==> src/rtl/osv_pkg.sv <==
// Constants, types and the register map of the oscillator clock supervisor.
// Assumes a single 200 MHz system clock and an APB master with 32-bit data.
package osv_pkg;

	// Clock and the supervising clock (base rate of the free-running PLL, 5 MHz).
	localparam int         OSV_CLK_PERIOD_NS = 5;
	localparam int         OSV_PLL_HALF_NS   = 100;
	localparam int         OSV_PLL_HALF_CYC  = OSV_PLL_HALF_NS / OSV_CLK_PERIOD_NS;
	localparam int         OSV_DIV_W         = 8;
	localparam logic [7:0] OSV_PLL_HALF_LAST = 8'(OSV_PLL_HALF_CYC - 1);

	// Missing-edge window, counted in supervising-clock half periods.
	localparam int         OSV_WIN_TICKS = 4;
	localparam int         OSV_WIN_W     = 4;
	localparam logic [3:0] OSV_WIN_LAST  = 4'(OSV_WIN_TICKS - 1);

	// Register indices; the byte address is four times the index.
	localparam logic [15:0] OSV_IDX_IRQCTL = 16'hf19e;
	localparam logic [15:0] OSV_IDX_STATUS = 16'hf1a0;
	localparam logic [15:0] OSV_IDX_CFG    = 16'hf1a2;
	localparam logic [15:0] OSV_IDX_STATE  = 16'hf1a4;
	localparam int          OSV_AW         = 18;
	localparam logic [17:0] OSV_A_IRQCTL   = {OSV_IDX_IRQCTL, 2'b00};
	localparam logic [17:0] OSV_A_STATUS   = {OSV_IDX_STATUS, 2'b00};
	localparam logic [17:0] OSV_A_CFG      = {OSV_IDX_CFG, 2'b00};
	localparam logic [17:0] OSV_A_STATE    = {OSV_IDX_STATE, 2'b00};

	// Reset values and field positions.
	localparam logic [15:0] OSV_IRQCTL_RST = 16'h0000;
	localparam int          OSV_BIT_FAULT  = 0;
	localparam logic [2:0]  OSV_CFG_DIRECT = 3'h3;
	localparam logic [2:0]  OSV_CFG_PRESC  = 3'h1;
	localparam logic [2:0]  OSV_CFG_RST    = OSV_CFG_DIRECT;

	typedef enum logic [1:0] {
		OSV_SUP_OFF,
		OSV_SUP_WATCH,
		OSV_SUP_FAULT
	} osv_sup_t;

	typedef struct packed {
		logic        sel;
		logic        enable;
		logic        write;
		logic [17:0] addr;
		logic [31:0] wdata;
	} osv_apb_req_t;

	typedef struct packed {
		logic pll_running;
		logic sup_enabled;
		logic on_pll;
	} osv_state_t;

endpackage

==> src/rtl/osv_tick_div.sv <==
// Divider that gives one-cycle ticks at the supervising clock's half period.
// Assumes the system clock of the package; stops and clears while run is low.
`timescale 1ns/1ps
module osv_tick_div import osv_pkg::*; (
	// Clock and reset
	input  wire logic clk,
	input  wire logic rst,
	// Control and tick
	input  wire logic run,
	output logic      tick
);

	logic [OSV_DIV_W-1:0] cnt_r;

	always_ff @(posedge clk) begin
		if (rst || !run) begin
			cnt_r <= '0;
			tick  <= 1'b0;
		end else if (cnt_r == OSV_PLL_HALF_LAST) begin
			cnt_r <= '0;
			tick  <= 1'b1;
		end else begin
			cnt_r <= cnt_r + 8'h01;
			tick  <= 1'b0;
		end
	end

endmodule

==> src/rtl/osv_oscillator_supervisor.sv <==
// Oscillator clock supervisor with fallback CPU clock and APB registers.
// Assumes oscillator and enable pin inputs are synchronous to CLK.
//
// Overview of operation
// - A missing oscillator edge flags a fault and raises the PLL/oscillator-fault interrupt.
// - On the fault the CPU clock source moves from the oscillator to the PLL clock.
// - While the fault lasts the PLL runs free at its base frequency.
// - In direct drive the fallback CPU clock is the undivided PLL base frequency.
// - In prescaler operation the fallback CPU clock is the PLL base frequency halved.
// - Only a hardware reset returns the CPU clock to the oscillator.
// - With the enable pin low and no fault latched the PLL idles and the CPU clock comes from the oscillator.
// - With supervision disabled a missing oscillator raises no interrupt.
// - An unconnected enable pin reads high through the pull-up, leaving supervision on.
// - Edges are watched with the PLL clock, which runs on when the oscillator stops.
// - A fault interrupt control register sits at index f19e with reset value zero.
// - Configuration code 001 selects the 2:1 prescaler.
`timescale 1ns/1ps
module osv_oscillator_supervisor import osv_pkg::*; (
	// Clock and reset
	input  wire logic              CLK,
	input  wire logic              SYS_RST,
	// APB slave
	input  wire logic              PSEL,
	input  wire logic              PENABLE,
	input  wire logic              PWRITE,
	input  wire logic [OSV_AW-1:0] PADDR,
	input  wire logic [31:0]       PWDATA,
	output logic [31:0]            PRDATA,
	output logic                   PREADY,
	output logic                   PSLVERR,
	// Oscillator and supervisor enable pin
	input  wire logic              OSC_IN,
	input  wire logic              SUP_EN_PIN_IN,
	input  wire logic              SUP_EN_PIN_FLOAT,
	// Clock outputs
	output logic                   CPU_CLK,
	output logic                   CPU_CLK_ON_PLL,
	output logic                   PLL_CLK,
	// Interrupt
	output logic                   IRQ
);

	osv_apb_req_t         req;
	osv_sup_t             state_r;
	osv_state_t           st;
	logic                 sup_en_r;
	logic                 osc_prev_r;
	logic                 osc_edge;
	logic                 osc_rise;
	logic                 pll_run;
	logic                 pll_tick;
	logic                 pll_ph_r;
	logic [OSV_WIN_W-1:0] win_r;
	logic                 missing;
	logic                 fault_evt;
	logic                 presc;
	logic                 cpu_clk_r;
	logic                 cpu_sel_r;
	logic [15:0]          irqctl_r;
	logic                 status_r;
	logic [2:0]           cfg_r;
	logic                 irq_r;
	logic [31:0]          prdata_r;
	logic                 pready_r;
	logic                 pslverr_r;
	logic [3:0]           hit;
	logic                 wr_acc;

	// One-hot register decode: irqctl, status, cfg, state.
	function automatic logic [3:0] reg_hit(input logic [OSV_AW-1:0] a);
		reg_hit = {a == OSV_A_STATE, a == OSV_A_CFG, a == OSV_A_STATUS, a == OSV_A_IRQCTL};
	endfunction

	assign req = '{sel: PSEL, enable: PENABLE, write: PWRITE, addr: PADDR, wdata: PWDATA};
	assign hit = reg_hit(req.addr);

	// The pad pull-up wins when nobody drives the pin.
	always_ff @(posedge CLK) begin
		if (SYS_RST) begin
			sup_en_r <= 1'b1;
		end else begin
			sup_en_r <= SUP_EN_PIN_FLOAT | SUP_EN_PIN_IN;
		end
	end

	always_ff @(posedge CLK) begin
		if (SYS_RST) begin
			osc_prev_r <= 1'b0;
		end else begin
			osc_prev_r <= OSC_IN;
		end
	end

	assign osc_edge = OSC_IN ^ osc_prev_r;
	assign osc_rise = OSC_IN & ~osc_prev_r;

	// Once in fallback the PLL must keep running even if the pin later drops.
	assign pll_run = sup_en_r | (state_r == OSV_SUP_FAULT);

	osv_tick_div u_pll_div (
		.clk  (CLK),
		.rst  (SYS_RST),
		.run  (pll_run),
		.tick (pll_tick)
	);

	always_ff @(posedge CLK) begin
		if (SYS_RST || !pll_run) begin
			pll_ph_r <= 1'b0;
		end else if (pll_tick) begin
			pll_ph_r <= ~pll_ph_r;
		end
	end

	// The window is timed by PLL ticks, so a stopped oscillator still expires it.
	always_ff @(posedge CLK) begin
		if (SYS_RST || state_r != OSV_SUP_WATCH || osc_edge) begin
			win_r <= '0;
		end else if (pll_tick && win_r != OSV_WIN_LAST) begin
			win_r <= win_r + 4'h1;
		end
	end

	assign missing   = pll_tick && !osc_edge && win_r == OSV_WIN_LAST;
	assign fault_evt = state_r == OSV_SUP_WATCH && sup_en_r && missing;

	always_ff @(posedge CLK) begin
		if (SYS_RST) begin
			state_r <= OSV_SUP_OFF;
		end else begin
			case (state_r)
				OSV_SUP_OFF: begin
					if (sup_en_r) begin
						state_r <= OSV_SUP_WATCH;
					end
				end
				OSV_SUP_WATCH: begin
					if (!sup_en_r) begin
						state_r <= OSV_SUP_OFF;
					end else if (fault_evt) begin
						state_r <= OSV_SUP_FAULT;
					end
				end
				OSV_SUP_FAULT: begin
					state_r <= OSV_SUP_FAULT;
				end
				default: begin
					state_r <= OSV_SUP_OFF;
				end
			endcase
		end
	end

	assign presc = cfg_r == OSV_CFG_PRESC;

	// The source only changes while the CPU clock is low, so no phase is cut short.
	always_ff @(posedge CLK) begin
		if (SYS_RST) begin
			cpu_sel_r <= 1'b0;
		end else if (state_r == OSV_SUP_FAULT && !cpu_clk_r) begin
			cpu_sel_r <= 1'b1;
		end
	end

	always_ff @(posedge CLK) begin
		if (SYS_RST) begin
			cpu_clk_r <= 1'b0;
		end else if (cpu_sel_r) begin
			if (pll_tick && (!presc || !pll_ph_r)) begin
				cpu_clk_r <= ~cpu_clk_r;
			end
		end else if (state_r == OSV_SUP_FAULT) begin
			// A stuck high phase is stretched to a PLL half period, never shortened.
			if (cpu_clk_r && pll_tick) begin
				cpu_clk_r <= 1'b0;
			end
		end else if (presc) begin
			if (osc_rise) begin
				cpu_clk_r <= ~cpu_clk_r;
			end
		end else begin
			cpu_clk_r <= OSC_IN;
		end
	end

	// APB: setup cycle loads the answer, access cycle completes with no wait state.
	assign wr_acc = req.sel && req.enable && pready_r && req.write;

	always_ff @(posedge CLK) begin
		if (SYS_RST) begin
			pready_r  <= 1'b0;
			pslverr_r <= 1'b0;
			prdata_r  <= 32'h0000_0000;
		end else if (req.sel && !req.enable && !pready_r) begin
			pready_r  <= 1'b1;
			pslverr_r <= hit == 4'h0;
			prdata_r  <= 32'h0000_0000;
			case (1'b1)
				hit[0]:  prdata_r <= {16'h0000, irqctl_r};
				hit[1]:  prdata_r <= {31'h0000_0000, status_r};
				hit[2]:  prdata_r <= {29'h0000_0000, cfg_r};
				hit[3]:  prdata_r <= {29'h0000_0000, st};
				default: prdata_r <= 32'h0000_0000;
			endcase
		end else begin
			pready_r  <= 1'b0;
			pslverr_r <= 1'b0;
		end
	end

	assign st = '{pll_running: pll_run, sup_enabled: sup_en_r, on_pll: cpu_sel_r};

	always_ff @(posedge CLK) begin
		if (SYS_RST) begin
			irqctl_r <= OSV_IRQCTL_RST;
		end else if (wr_acc && hit[0]) begin
			irqctl_r <= req.wdata[15:0];
		end
	end

	always_ff @(posedge CLK) begin
		if (SYS_RST) begin
			cfg_r <= OSV_CFG_RST;
		end else if (wr_acc && hit[2]) begin
			cfg_r <= req.wdata[2:0];
		end
	end

	// A fault in the same cycle as a write-one clear keeps the flag set.
	always_ff @(posedge CLK) begin
		if (SYS_RST) begin
			status_r <= 1'b0;
		end else if (fault_evt) begin
			status_r <= 1'b1;
		end else if (wr_acc && hit[1] && req.wdata[OSV_BIT_FAULT]) begin
			status_r <= 1'b0;
		end
	end

	always_ff @(posedge CLK) begin
		if (SYS_RST) begin
			irq_r <= 1'b0;
		end else begin
			irq_r <= status_r & irqctl_r[OSV_BIT_FAULT];
		end
	end

	assign PRDATA         = prdata_r;
	assign PREADY         = pready_r;
	assign PSLVERR        = pslverr_r;
	assign CPU_CLK        = cpu_clk_r;
	assign CPU_CLK_ON_PLL = cpu_sel_r;
	assign PLL_CLK        = pll_ph_r;
	assign IRQ            = irq_r;
endmodule

==> config.mk <==
export PLATFORM = sky130hd
export DESIGN_NAME = osv_oscillator_supervisor
export DESIGN_NICKNAME = d
export VERILOG_FILES = /design/src/rtl/osv_pkg.sv /design/src/rtl/osv_tick_div.sv /design/src/rtl/osv_oscillator_supervisor.sv
export SDC_FILE = /design/constraint.sdc
export NUM_CORES = 1
export LEC_CHECK = 0
export BUFFER_PORTS_ARGS = -buffer_cell sky130_fd_sc_hd__buf_2
export CORE_ASPECT_RATIO = 0.7
export CORE_UTILIZATION = 45
export CTS_BUF_LIST = sky130_fd_sc_hd__clkbuf_16
export DETAILED_ROUTE_END_ITERATION = 7
export GPL_TIMING_DRIVEN = 0
export HOLD_SLACK_MARGIN = 0.15
export PLACE_DENSITY = 0.73
export SLEW_MARGIN = 20
export SYNTH_ARGS = -nofsm -noshare
export SYNTH_HDL_FRONTEND = slang
export SYNTH_SLANG_ARGS = --single-unit
==> constraint.sdc <==
create_clock -name CLK -period 2.3 [get_ports CLK]
set_input_delay 0.115 -clock CLK [delete_from_list [all_inputs] [get_ports CLK]]
set_output_delay 0.115 -clock CLK [all_outputs]
set_load 0.05 [all_outputs]
==> flow_metrics.py, run 1 <==
metrics = {
    "synth": {
        "synth-edff-count": 0,
        "ys_types": 50,
        "avgSynthCellArea_sq_um": 9.20,
        "synth_seq_area_share": 0.429,
        "synthFlopType": "dfxtp_1",
        "syn_area_sq_um": 2750,
        "netlist_top_cells_area": "dfxtp_1 (43%), buf_4 (4.4%), nand4_1 (4.3%)",
        "async_reset_ff_frac": 0,
        "synth-seq-cells": 59,
        "syn_inst": 299,
        "yosys_warnings": 0,
        "yosys.area.top_type": "dfxtp_1",
        "synth.top_cell.area_share": 0.429,
    },
    "setup_path": {
        "crit_path_end": "irqctl_r[9]",
        "worstSetupStartpoint": "PREADY",
        "path_max_fanout": 10,
        "worstReg2RegStart": "PREADY",
        "startpoint_type": "flip-flop",
        "worstPathBufferInverterCount": 1,
        "r2r_slack_ns": 0.47,
        "cpMaxStageDelayCell": "nand4_1",
        "critPathTopFamily": "compound AO/OA/AOI/OAI gates",
        "path_cells": "nand4_1, buf_2, o311a_1, a31o_1",
        "reg2reg_to": "irqctl_r[9]",
        "cp.depth": 4,
        "worstSetupEndpointType": "flip-flop",
        "slowest_delay_ns": 0.43,
        "required_ns": 2.52,
        "critPathKind": "reg -> reg",
        "rr_worst_depth": 4,
        "worstPathArrival_ns": 2.05,
    },
    "sta": {
        "setup_slack_ns": 0.475,
        "finalSetupViolCount": 0,
        "finalSetupTns_ns": 0,
        "clock_skew_ns": 0.00541,
        "final.period_utilization": 0.794,
        "fin_crit_ns": 1.83,
        "rsz0062_at_grt": "no",
        "timing.fmax_mhz": 548,
        "max_slew.worst_pin.slew_ns": 0.799,
        "maxSlewViolCount": 0,
        "finalHoldViolCount": 0,
        "slew_headroom": 0.466,
    },
    "detailed_routing": {
        "vias": 2681,
        "wire_per_inst_um": 14.8,
        "drc": 0,
        "drt_iter0_markers": 180,
        "ant_nets": 0,
        "vias_per_cell": 5.49,
        "firstDrtPassIters": 4,
        "routed_wl_um": 7200,
    },
    "clock_tree": {
        "tritoncts": "built",
        "clock_latency_ns": 0.33,
        "cts.sinks": 59,
        "clock_path_buffers": 2,
        "root_buffer": "clkbuf_16",
        "clkTransAtPathRegs_ns": 0.05,
        "cts_resized": 0,
        "cts_buffers": 9,
        "htreeDepth": 3,
    },
    "global_routing": {
        "grt_usage": 0.242,
        "grt_pass1_vias": 2412,
        "overflow": 0,
        "grt_max_degree": 11,
        "antenna_found_initial": 0,
        "grt_pass1_wl_um": 11400,
    },
    "place": {
        "place_area_sq_um": 3220,
        "portBuffers": 63,
        "routabilityCongestion": 0.802,
        "place_ws_ns": 0.373,
        "dp_hpwl_um": 4940,
    },
    "power": {
        "swShare": 0.222,
        "internal_power_uw": 2170,
        "power_density_nw_per_um2": 744,
        "switchingPower_uw": 618,
        "power_leakage_uw": 0.00160,
        "sequentialPowerShare": 0.374,
        "ir_drop_v": 0.000337,
        "pwr-share-clk": 0.536,
        "power_frac_comb": 0.090,
    },
    "cells_and_area": {
        "area_growth_pct": 36.3,
        "fin_util": 0.645,
        "mostFrequentLayoutCells": "buf_2 (66), dfxtp_1 (59), nand2_1 (22)",
        "fin_area_sq_um": 3750,
        "final_common_cell": "buf_2",
        "nets": 469,
        "diodes": 0,
        "drive_above_1_share": 0.281,
    },
    "die": {
        "die_h_um": 67.4,
        "fp.dieW_um": 95.4,
        "start_util": 0.473,
        "die-area_sq_um": 6430,
        "rows": 23,
        "pin_count": 96,
        "core-area_sq_um": 5810,
    },
    "status": {
        "outcome": "finished clean",
    },
    "worst_hold_path": {
        "hold_class": "in -> reg",
        "hold_start": "PADDR[7]",
    },
    "flow_run": {
        "drv_cap": 0,
    },
}
-- worst min-delay path: stages --
cell and delay, ns:
buf_2 0.11, nor4b_2 0.10, nand4_1 0.10, a21oi_1 0.07
-- synth_stat cells (4+ instances only) --
master    number
o21ai_0        8
buf_4         16
dfxtp_1       59
nand3_1       10
a31o_1         9
clkbuf_1      14
a31o_2         7
xor2_1         8
and2_1         4
o311a_1       10
o311a_2        6
inv_1          6
a21oi_1       20
nand2_1       22
nor2_1        20
and3_1         6
nand4_1       19
-- through the flow --
stage                     std cells  hold slack, ns  power [uW]
after floorplan                 314           0.195        1220
after global placement          452           0.317        1280
after detailed placement        452           0.323        1290
after CTS                       488           0.224        2800
after global routing            488           0.242        2870
final                           488           0.227        2790
-- layer usage --
| metal | global-route usage | vias up | share of wire |
|---|---|---|---|
| met5 | 0 | - | 0 |
| met4 | 0.0840 | 0 | 0.011 |
| met3 | 0.0923 | 9 | 0.083 |
| met2 | 0.354 | 126 | 0.43 |
| met1 | 0.325 | 1249 | 0.48 |
| li1 | - | 1297 | - |
-- power by group through the flow --
stage                     sequential [uW]  combinational, uW  clock (uW)
final                                1040                251        1490
after global routing                 1040                270        1550
after CTS                            1040                248        1510
after detailed placement             1060                221           0
after global placement               1060                219           0
after floorplan                      1080                137           0
-- state kept, by name (all words and copies together), names as in the netlist, 2 cells and up --
name,flops
PRDATA,16
irqctl_r,16
u_pll_div.cnt_r,8
win_r,4
cfg_r,3
state_r,2
-- cell type report --
cell class / instances / area (sq um)
fillers: 491 / 2070
multi-input cells: 212 / 1370
flip-flops and latches: 59 / 1180
repair buffers: 83 / 515
plain buffers: 37 / 229
clock buffers: 9 / 225
clock inverters: 7 / 106
well taps: 75 / 93.8
inverters: 6 / 22.5
-- timing repair --
item,CTS,global route
buffers inserted,0,0
hold buffers,20,0
hold endpoints to repair,23,0
-- worst min-delay path by stage --
stage	to	depth (start not counted)
global placement	sup_en_r	2
finish	PRDATA[4]	4
CTS	PRDATA[4]	4
floorplan	PREADY	1
global route	PRDATA[5]	4
detailed placement	sup_en_r	2
-- cell families (layout without fill, tap and decap cells) --
group                    count (synthesis)  count (layout)  share of synthesized area
AO/OA/AOI/OAI                           72              72                      0.198
XOR/XNOR                                10              10                     0.0318
adder cells (fa/ha/maj)                  3               3                     0.0137
buffers and inverters                   43             142                     0.0914
flip-flops                              59              59                      0.429
multiplexers                             2               2                    0.00728
other                                    1              16                    0.00136
AND/OR/NAND/NOR                        109             109                      0.227
Power figures use the tool's default switching activity.
==> run 2: changes to the inputs <==
clock period = 1.7 ns   (was 2.3 ns; I/O delays follow)
==> run 2 against run 1 <==
- via count decreased by 2.4%
- routed wire length increased by 0.67%
- hold slack got worse by 0.051 ns
- critical path depth increased by 1
- combinational power increased by 36%
- register-to-register slack got worse by 0.31 ns
- first-iteration DRC count decreased by 20%
- cell area decreased by 1.2%
- sequential power increased by 36%
==> flow_metrics.py, run 2 (synthesis results as in run 1) <==
metrics = {
    "detailed_routing": {
        "ant_nets": 0,
        "wire_per_inst_um": 14.9,
        "vias": 2616,
        "drc": 0,
        "vias_per_cell": 5.39,
        "firstDrtPassIters": 4,
        "drt_iter0_markers": 144,
        "routed_wl_um": 7250,
    },
    "sta": {
        "max_slew.worst_pin.slew_ns": 0.569,
        "setup_slack_ns": 0.135,
        "final.period_utilization": 0.921,
        "finalHoldViolCount": 0,
        "finalSetupViolCount": 0,
        "clock_skew_ns": 0.00591,
        "slew_headroom": 0.621,
        "maxSlewViolCount": 0,
        "timing.fmax_mhz": 639,
        "whs_ns": 0.176,
        "rsz0062_at_grt": "no",
        "fin_crit_ns": 1.57,
    },
    "place": {
        "portBuffers": 63,
        "dp_hpwl_um": 5040,
        "routabilityCongestion": 0.755,
        "place_ws_ns": -0.221,
    },
    "setup_path": {
        "path_cells": "dlygate4sd3_1, buf_2, clkbuf_1, buf_1, nor2_1",
        "cpMaxStageDelayCell": "dlygate4sd3_1",
        "slowest_delay_ns": 0.51,
        "critPathKind": "in -> reg",
        "required_ns": 1.89,
        "worstPathArrival_ns": 1.75,
        "path_max_fanout": 10,
        "startpoint_type": "input pin",
        "worstSetupEndpointType": "flip-flop",
    },
    "cells_and_area": {
        "area_growth_pct": 34.7,
        "fin_util": 0.637,
        "diodes": 0,
        "final_common_cell": "buf_2",
        "nets": 468,
        "drive_above_1_share": 0.298,
        "mostFrequentLayoutCells": "buf_2 (66), dfxtp_1 (58), nand2_1 (22)",
    },
    "global_routing": {
        "antenna_found_initial": 0,
        "grt_max_degree": 11,
        "grt_pass1_wl_um": 11700,
        "grt_usage": 0.244,
        "overflow": 0,
        "grt_pass1_vias": 2441,
    },
    "clock_tree": {
        "root_buffer": "clkbuf_16",
        "clock_latency_ns": 0.32,
        "clock_path_buffers": 2,
        "cts_buffers": 9,
        "htreeDepth": 3,
        "tritoncts": "built",
        "cts.sinks": 59,
        "clkTransAtPathRegs_ns": 0.05,
    },
    "status": {
        "outcome": "finished clean",
    },
    "power": {
        "power_uw": 3370,
        "sequentialPowerShare": 0.419,
        "swShare": 0.239,
        "power_leakage_uw": 0.00160,
        "power_frac_comb": 0.101,
        "internal_power_uw": 2570,
        "pwr-share-clk": 0.480,
        "switchingPower_uw": 807,
        "ir_drop_v": 0.000557,
        "power_density_nw_per_um2": 911,
    },
    "die": {
        "rows": 23,
        "die_h_um": 67.4,
        "die-area_sq_um": 6430,
        "pin_count": 96,
        "core-area_sq_um": 5810,
        "fp.dieW_um": 95.4,
        "start_util": 0.473,
    },
    "worst_hold_path": {
        "hold_class": "in -> reg",
    },
    "flow_run": {
        "drv_cap": 0,
    },
}
[run 2: cell types whose count changed in the layout (fill, tap and decap cells not counted), moves of 2 or more]
cell	change
clkbuf_1	-6
bufinv_16	-3
clkbuf_2	+4
clkinv_1	-2
[run 2: worst paths after layout]
path	endpoint	depth (start not counted)	slack, ns	start
setup / recovery	CPU_CLK_ON_PLL	5	0.13	SYS_RST
hold / removal	PRDATA[5]	4	0.18	PADDR[7]
setup reg to reg	u_pll_div.cnt_r[4]	4	0.16	u_pll_div.cnt_r[2]
hold reg to reg	PRDATA[8]	2	0.45	PRDATA[8]
[run 2: timing repair]
item                       in CTS  in global routing
setup buffers                   1                  0
hold buffers                   20                  0
gates resized for setup         1                  8
hold endpoints to repair       24                  0
setup endpoints to repair      24                 20
[run 2: layout make-up]
type | instances | area (sq um)
Clock inverter | 4 | 17.5
Sequential cell | 59 | 1180
Fill cell | 509 | 2110
Clock buffer | 10 | 250
Buffer | 35 | 226
Timing Repair Buffer | 84 | 523
Inverter | 6 | 22.5
Multi-Input combinational cell | 212 | 1390
Tap cell | 75 | 93.8
[run 2: critical path: cells and delay by family]
kind	cells	cell delay, ns
buffers and inverters	4	1.57
AND/OR/NAND/NOR	1	0.10
[run 2: power by group through the flow]
stage | sequential (uW) | combinational, uW | clock [uW]
after floorplan | 1460 | 186 | 0
after global placement | 1440 | 297 | 0
after detailed placement | 1440 | 299 | 0
after CTS | 1410 | 335 | 1640
after global routing | 1410 | 367 | 1710
final | 1410 | 341 | 1620
[run 2: through the flow]
stage / std cells / area (sq um) / TNS, ns
finish: 485 / 3700 / 0
global route: 485 / 3700 / 0
CTS: 486 / 3690 / 0
detailed placement: 452 / 3220 / -5.47
global placement: 452 / 3220 / -2.80
floorplan: 314 / 2810 / 0
[run 2: routing by layer]
layer | vias up | track usage | wire length (um)
met2 | 121 | 0.385 | 3200
li1 | 1295 | - | -
met3 | 5 | 0.0709 | 618
met1 | 1195 | 0.326 | 3380
met4 | 0 | 0.0690 | 46
met5 | - | 0 | 0
==> run 3: changes to the inputs <==
SETUP_SLACK_MARGIN = 0.4   (was unset)
==> run 3 against run 2 <==
- clock-buffer cell count down 1
- via count increased by 14%
- routed wire length is 27% higher
- power barely moved
- cell count up 6.4%
- core utilization grew 13 points
- clock power shrank 7%
- sequential share of layout area down 5.3 points
- sequential power about the same
- hold slack improved by 0.059 ns
==> flow_metrics.py, run 3 (synthesis results as in run 1) <==
metrics = {
    "sta": {
        "final.period_utilization": 0.905,
        "rsz0062_at_grt": "yes",
        "timing.fmax_mhz": 650,
        "whs_ns": 0.235,
        "slew_headroom": 0.570,
        "setup_slack_ns": 0.161,
        "finalSetupTns_ns": 0,
        "fin_crit_ns": 1.54,
        "max_slew.worst_pin.slew_ns": 0.644,
        "clock_skew_ns": 0.00648,
        "maxSlewViolCount": 0,
        "finalSetupViolCount": 0,
        "finalHoldViolCount": 0,
    },
    "clock_tree": {
        "root_buffer": "clkbuf_16",
        "tritoncts": "built",
        "htreeDepth": 3,
        "clock_latency_ns": 0.33,
        "cts.sinks": 59,
        "clkTransAtPathRegs_ns": 0.05,
        "cts_buffers": 9,
        "clock_path_buffers": 2,
    },
    "global_routing": {
        "overflow": 0,
        "antenna_found_initial": 0,
        "grt_usage": 0.273,
        "grt_max_degree": 11,
        "grt_pass1_wl_um": 12900,
        "grt_pass1_vias": 2633,
    },
    "detailed_routing": {
        "ant_nets": 0,
        "vias": 2970,
        "routed_wl_um": 9190,
        "drt_iter0_markers": 193,
        "firstDrtPassIters": 6,
        "vias_per_cell": 5.76,
        "wire_per_inst_um": 17.8,
        "drc": 0,
    },
    "power": {
        "power_leakage_uw": 0.00199,
        "power_density_nw_per_um2": 755,
        "ir_drop_v": 0.000562,
    },
    "setup_path": {
        "required_ns": 1.92,
        "cpMaxStageDelayCell": "or4_1",
        "startpoint_type": "flip-flop",
        "path_max_fanout": 8,
        "critPathKind": "reg -> reg",
        "critPathTopFamily": "simple AND/OR/NAND/NOR gates",
        "worstSetupEndpointType": "flip-flop",
        "path_cells": "or4_1, or3_4, nand2b_4, buf_8, nor2_1",
        "worstPathBufferInverterCount": 1,
        "slowest_delay_ns": 0.52,
        "worstPathArrival_ns": 1.76,
    },
    "cells_and_area": {
        "final_common_cell": "buf_2",
        "drive_above_1_share": 0.415,
        "mostFrequentLayoutCells": "buf_2 (61), dfxtp_1 (51), buf_4 (31)",
        "area_growth_pct": 62.3,
        "fin_area_sq_um": 4460,
        "stdcell_count": 516,
        "nets": 500,
        "diodes": 0,
    },
    "die": {
        "core-area_sq_um": 5810,
        "start_util": 0.473,
        "die-area_sq_um": 6430,
        "die_h_um": 67.4,
        "pin_count": 96,
        "fp.dieW_um": 95.4,
        "rows": 23,
    },
    "worst_hold_path": {
        "hold_class": "in -> reg",
    },
    "place": {
        "dp_hpwl_um": 4910,
        "portBuffers": 63,
        "place_area_sq_um": 3250,
        "place_ws_ns": -0.173,
        "routabilityCongestion": 0.830,
        "place_inst": 452,
    },
    "status": {
        "outcome": "finished clean",
    },
    "flow_run": {
        "drv_cap": 0,
    },
}
==> run 3: cell count changes in the layout (fill, tap and decap cells not counted), moves of 6 or more <==
| cell | previous run | this run |
|---|---|---|
| buf_4 | 17 | 31 |
| buf_6 | 2 | 14 |
| a31o_2 | 7 | 0 |
| a31o_4 | 0 | 7 |
| buf_8 | 1 | 8 |
| dfxtp_1 | 58 | 51 |
| dfxtp_2 | 0 | 7 |
| o311a_2 | 6 | 0 |
| o311a_4 | 0 | 6 |
==> run 3: final timing paths <==
check / end / start / cells after the start / slack (ns)
setup / recovery: u_pll_div.cnt_r[2] / u_pll_div.cnt_r[2] / 5 / 0.16
hold / removal: cfg_r[0] / PADDR[6] / 5 / 0.23
hold reg to reg: PRDATA[6] / PRDATA[6] / 2 / 0.45
setup reg to reg: u_pll_div.cnt_r[2] / u_pll_div.cnt_r[2] / 5 / 0.16
==> run 3: repair_timing <==
item	CTS	global route
pin swaps	18	43
endpoints found under the setup margin	45	49
hold buffers	20	1
cloned	4	3
gates resized for setup	47	53
buffers inserted	13	10
endpoints found under the hold margin	24	1
==> run 3: area by class of cell <==
cell class / instances / area (sq um)
Buffer: 37 / 288
Clock buffer: 9 / 225
Clock inverter: 4 / 15.0
Fill cell: 384 / 1350
Inverter: 6 / 22.5
Multi-Input combinational cell: 212 / 1710
Sequential cell: 59 / 1190
Tap cell: 75 / 93.8
Timing Repair Buffer: 114 / 920
==> run 3: power breakdown <==
part	switching, uW	internal (uW)	total, uW
Sequential	12.7	1400	1410
Clock	575	935	1510
Combinational	258	190	447
Total	846	2530	3370
==> run 3: metal layers <==
layer | track usage | share of wire | up-vias
met5 | 0 | 0 | -
met4 | 0.0821 | 0.019 | 0
met3 | 0.0845 | 0.10 | 20
met2 | 0.419 | 0.46 | 195
met1 | 0.369 | 0.42 | 1386
li1 | - | - | 1369
==> run 3: through the flow <==
step           total power, uW  utilization
6_report                  3370        0.768
3_5_place_dp              1740        0.559
3_3_place_gp              1740        0.559
2_1_floorplan             1650            -
4_1_cts                   3300        0.708
5_1_grt                   3460        0.768
==> run 3: worst register-to-register path, cell delays in order (launching register included) <==
cell and delay (ns):
dfxtp_2 0.31, or4_1 0.52, or3_4 0.36, nand2b_4 0.08
buf_8 0.11, nor2_1 0.04
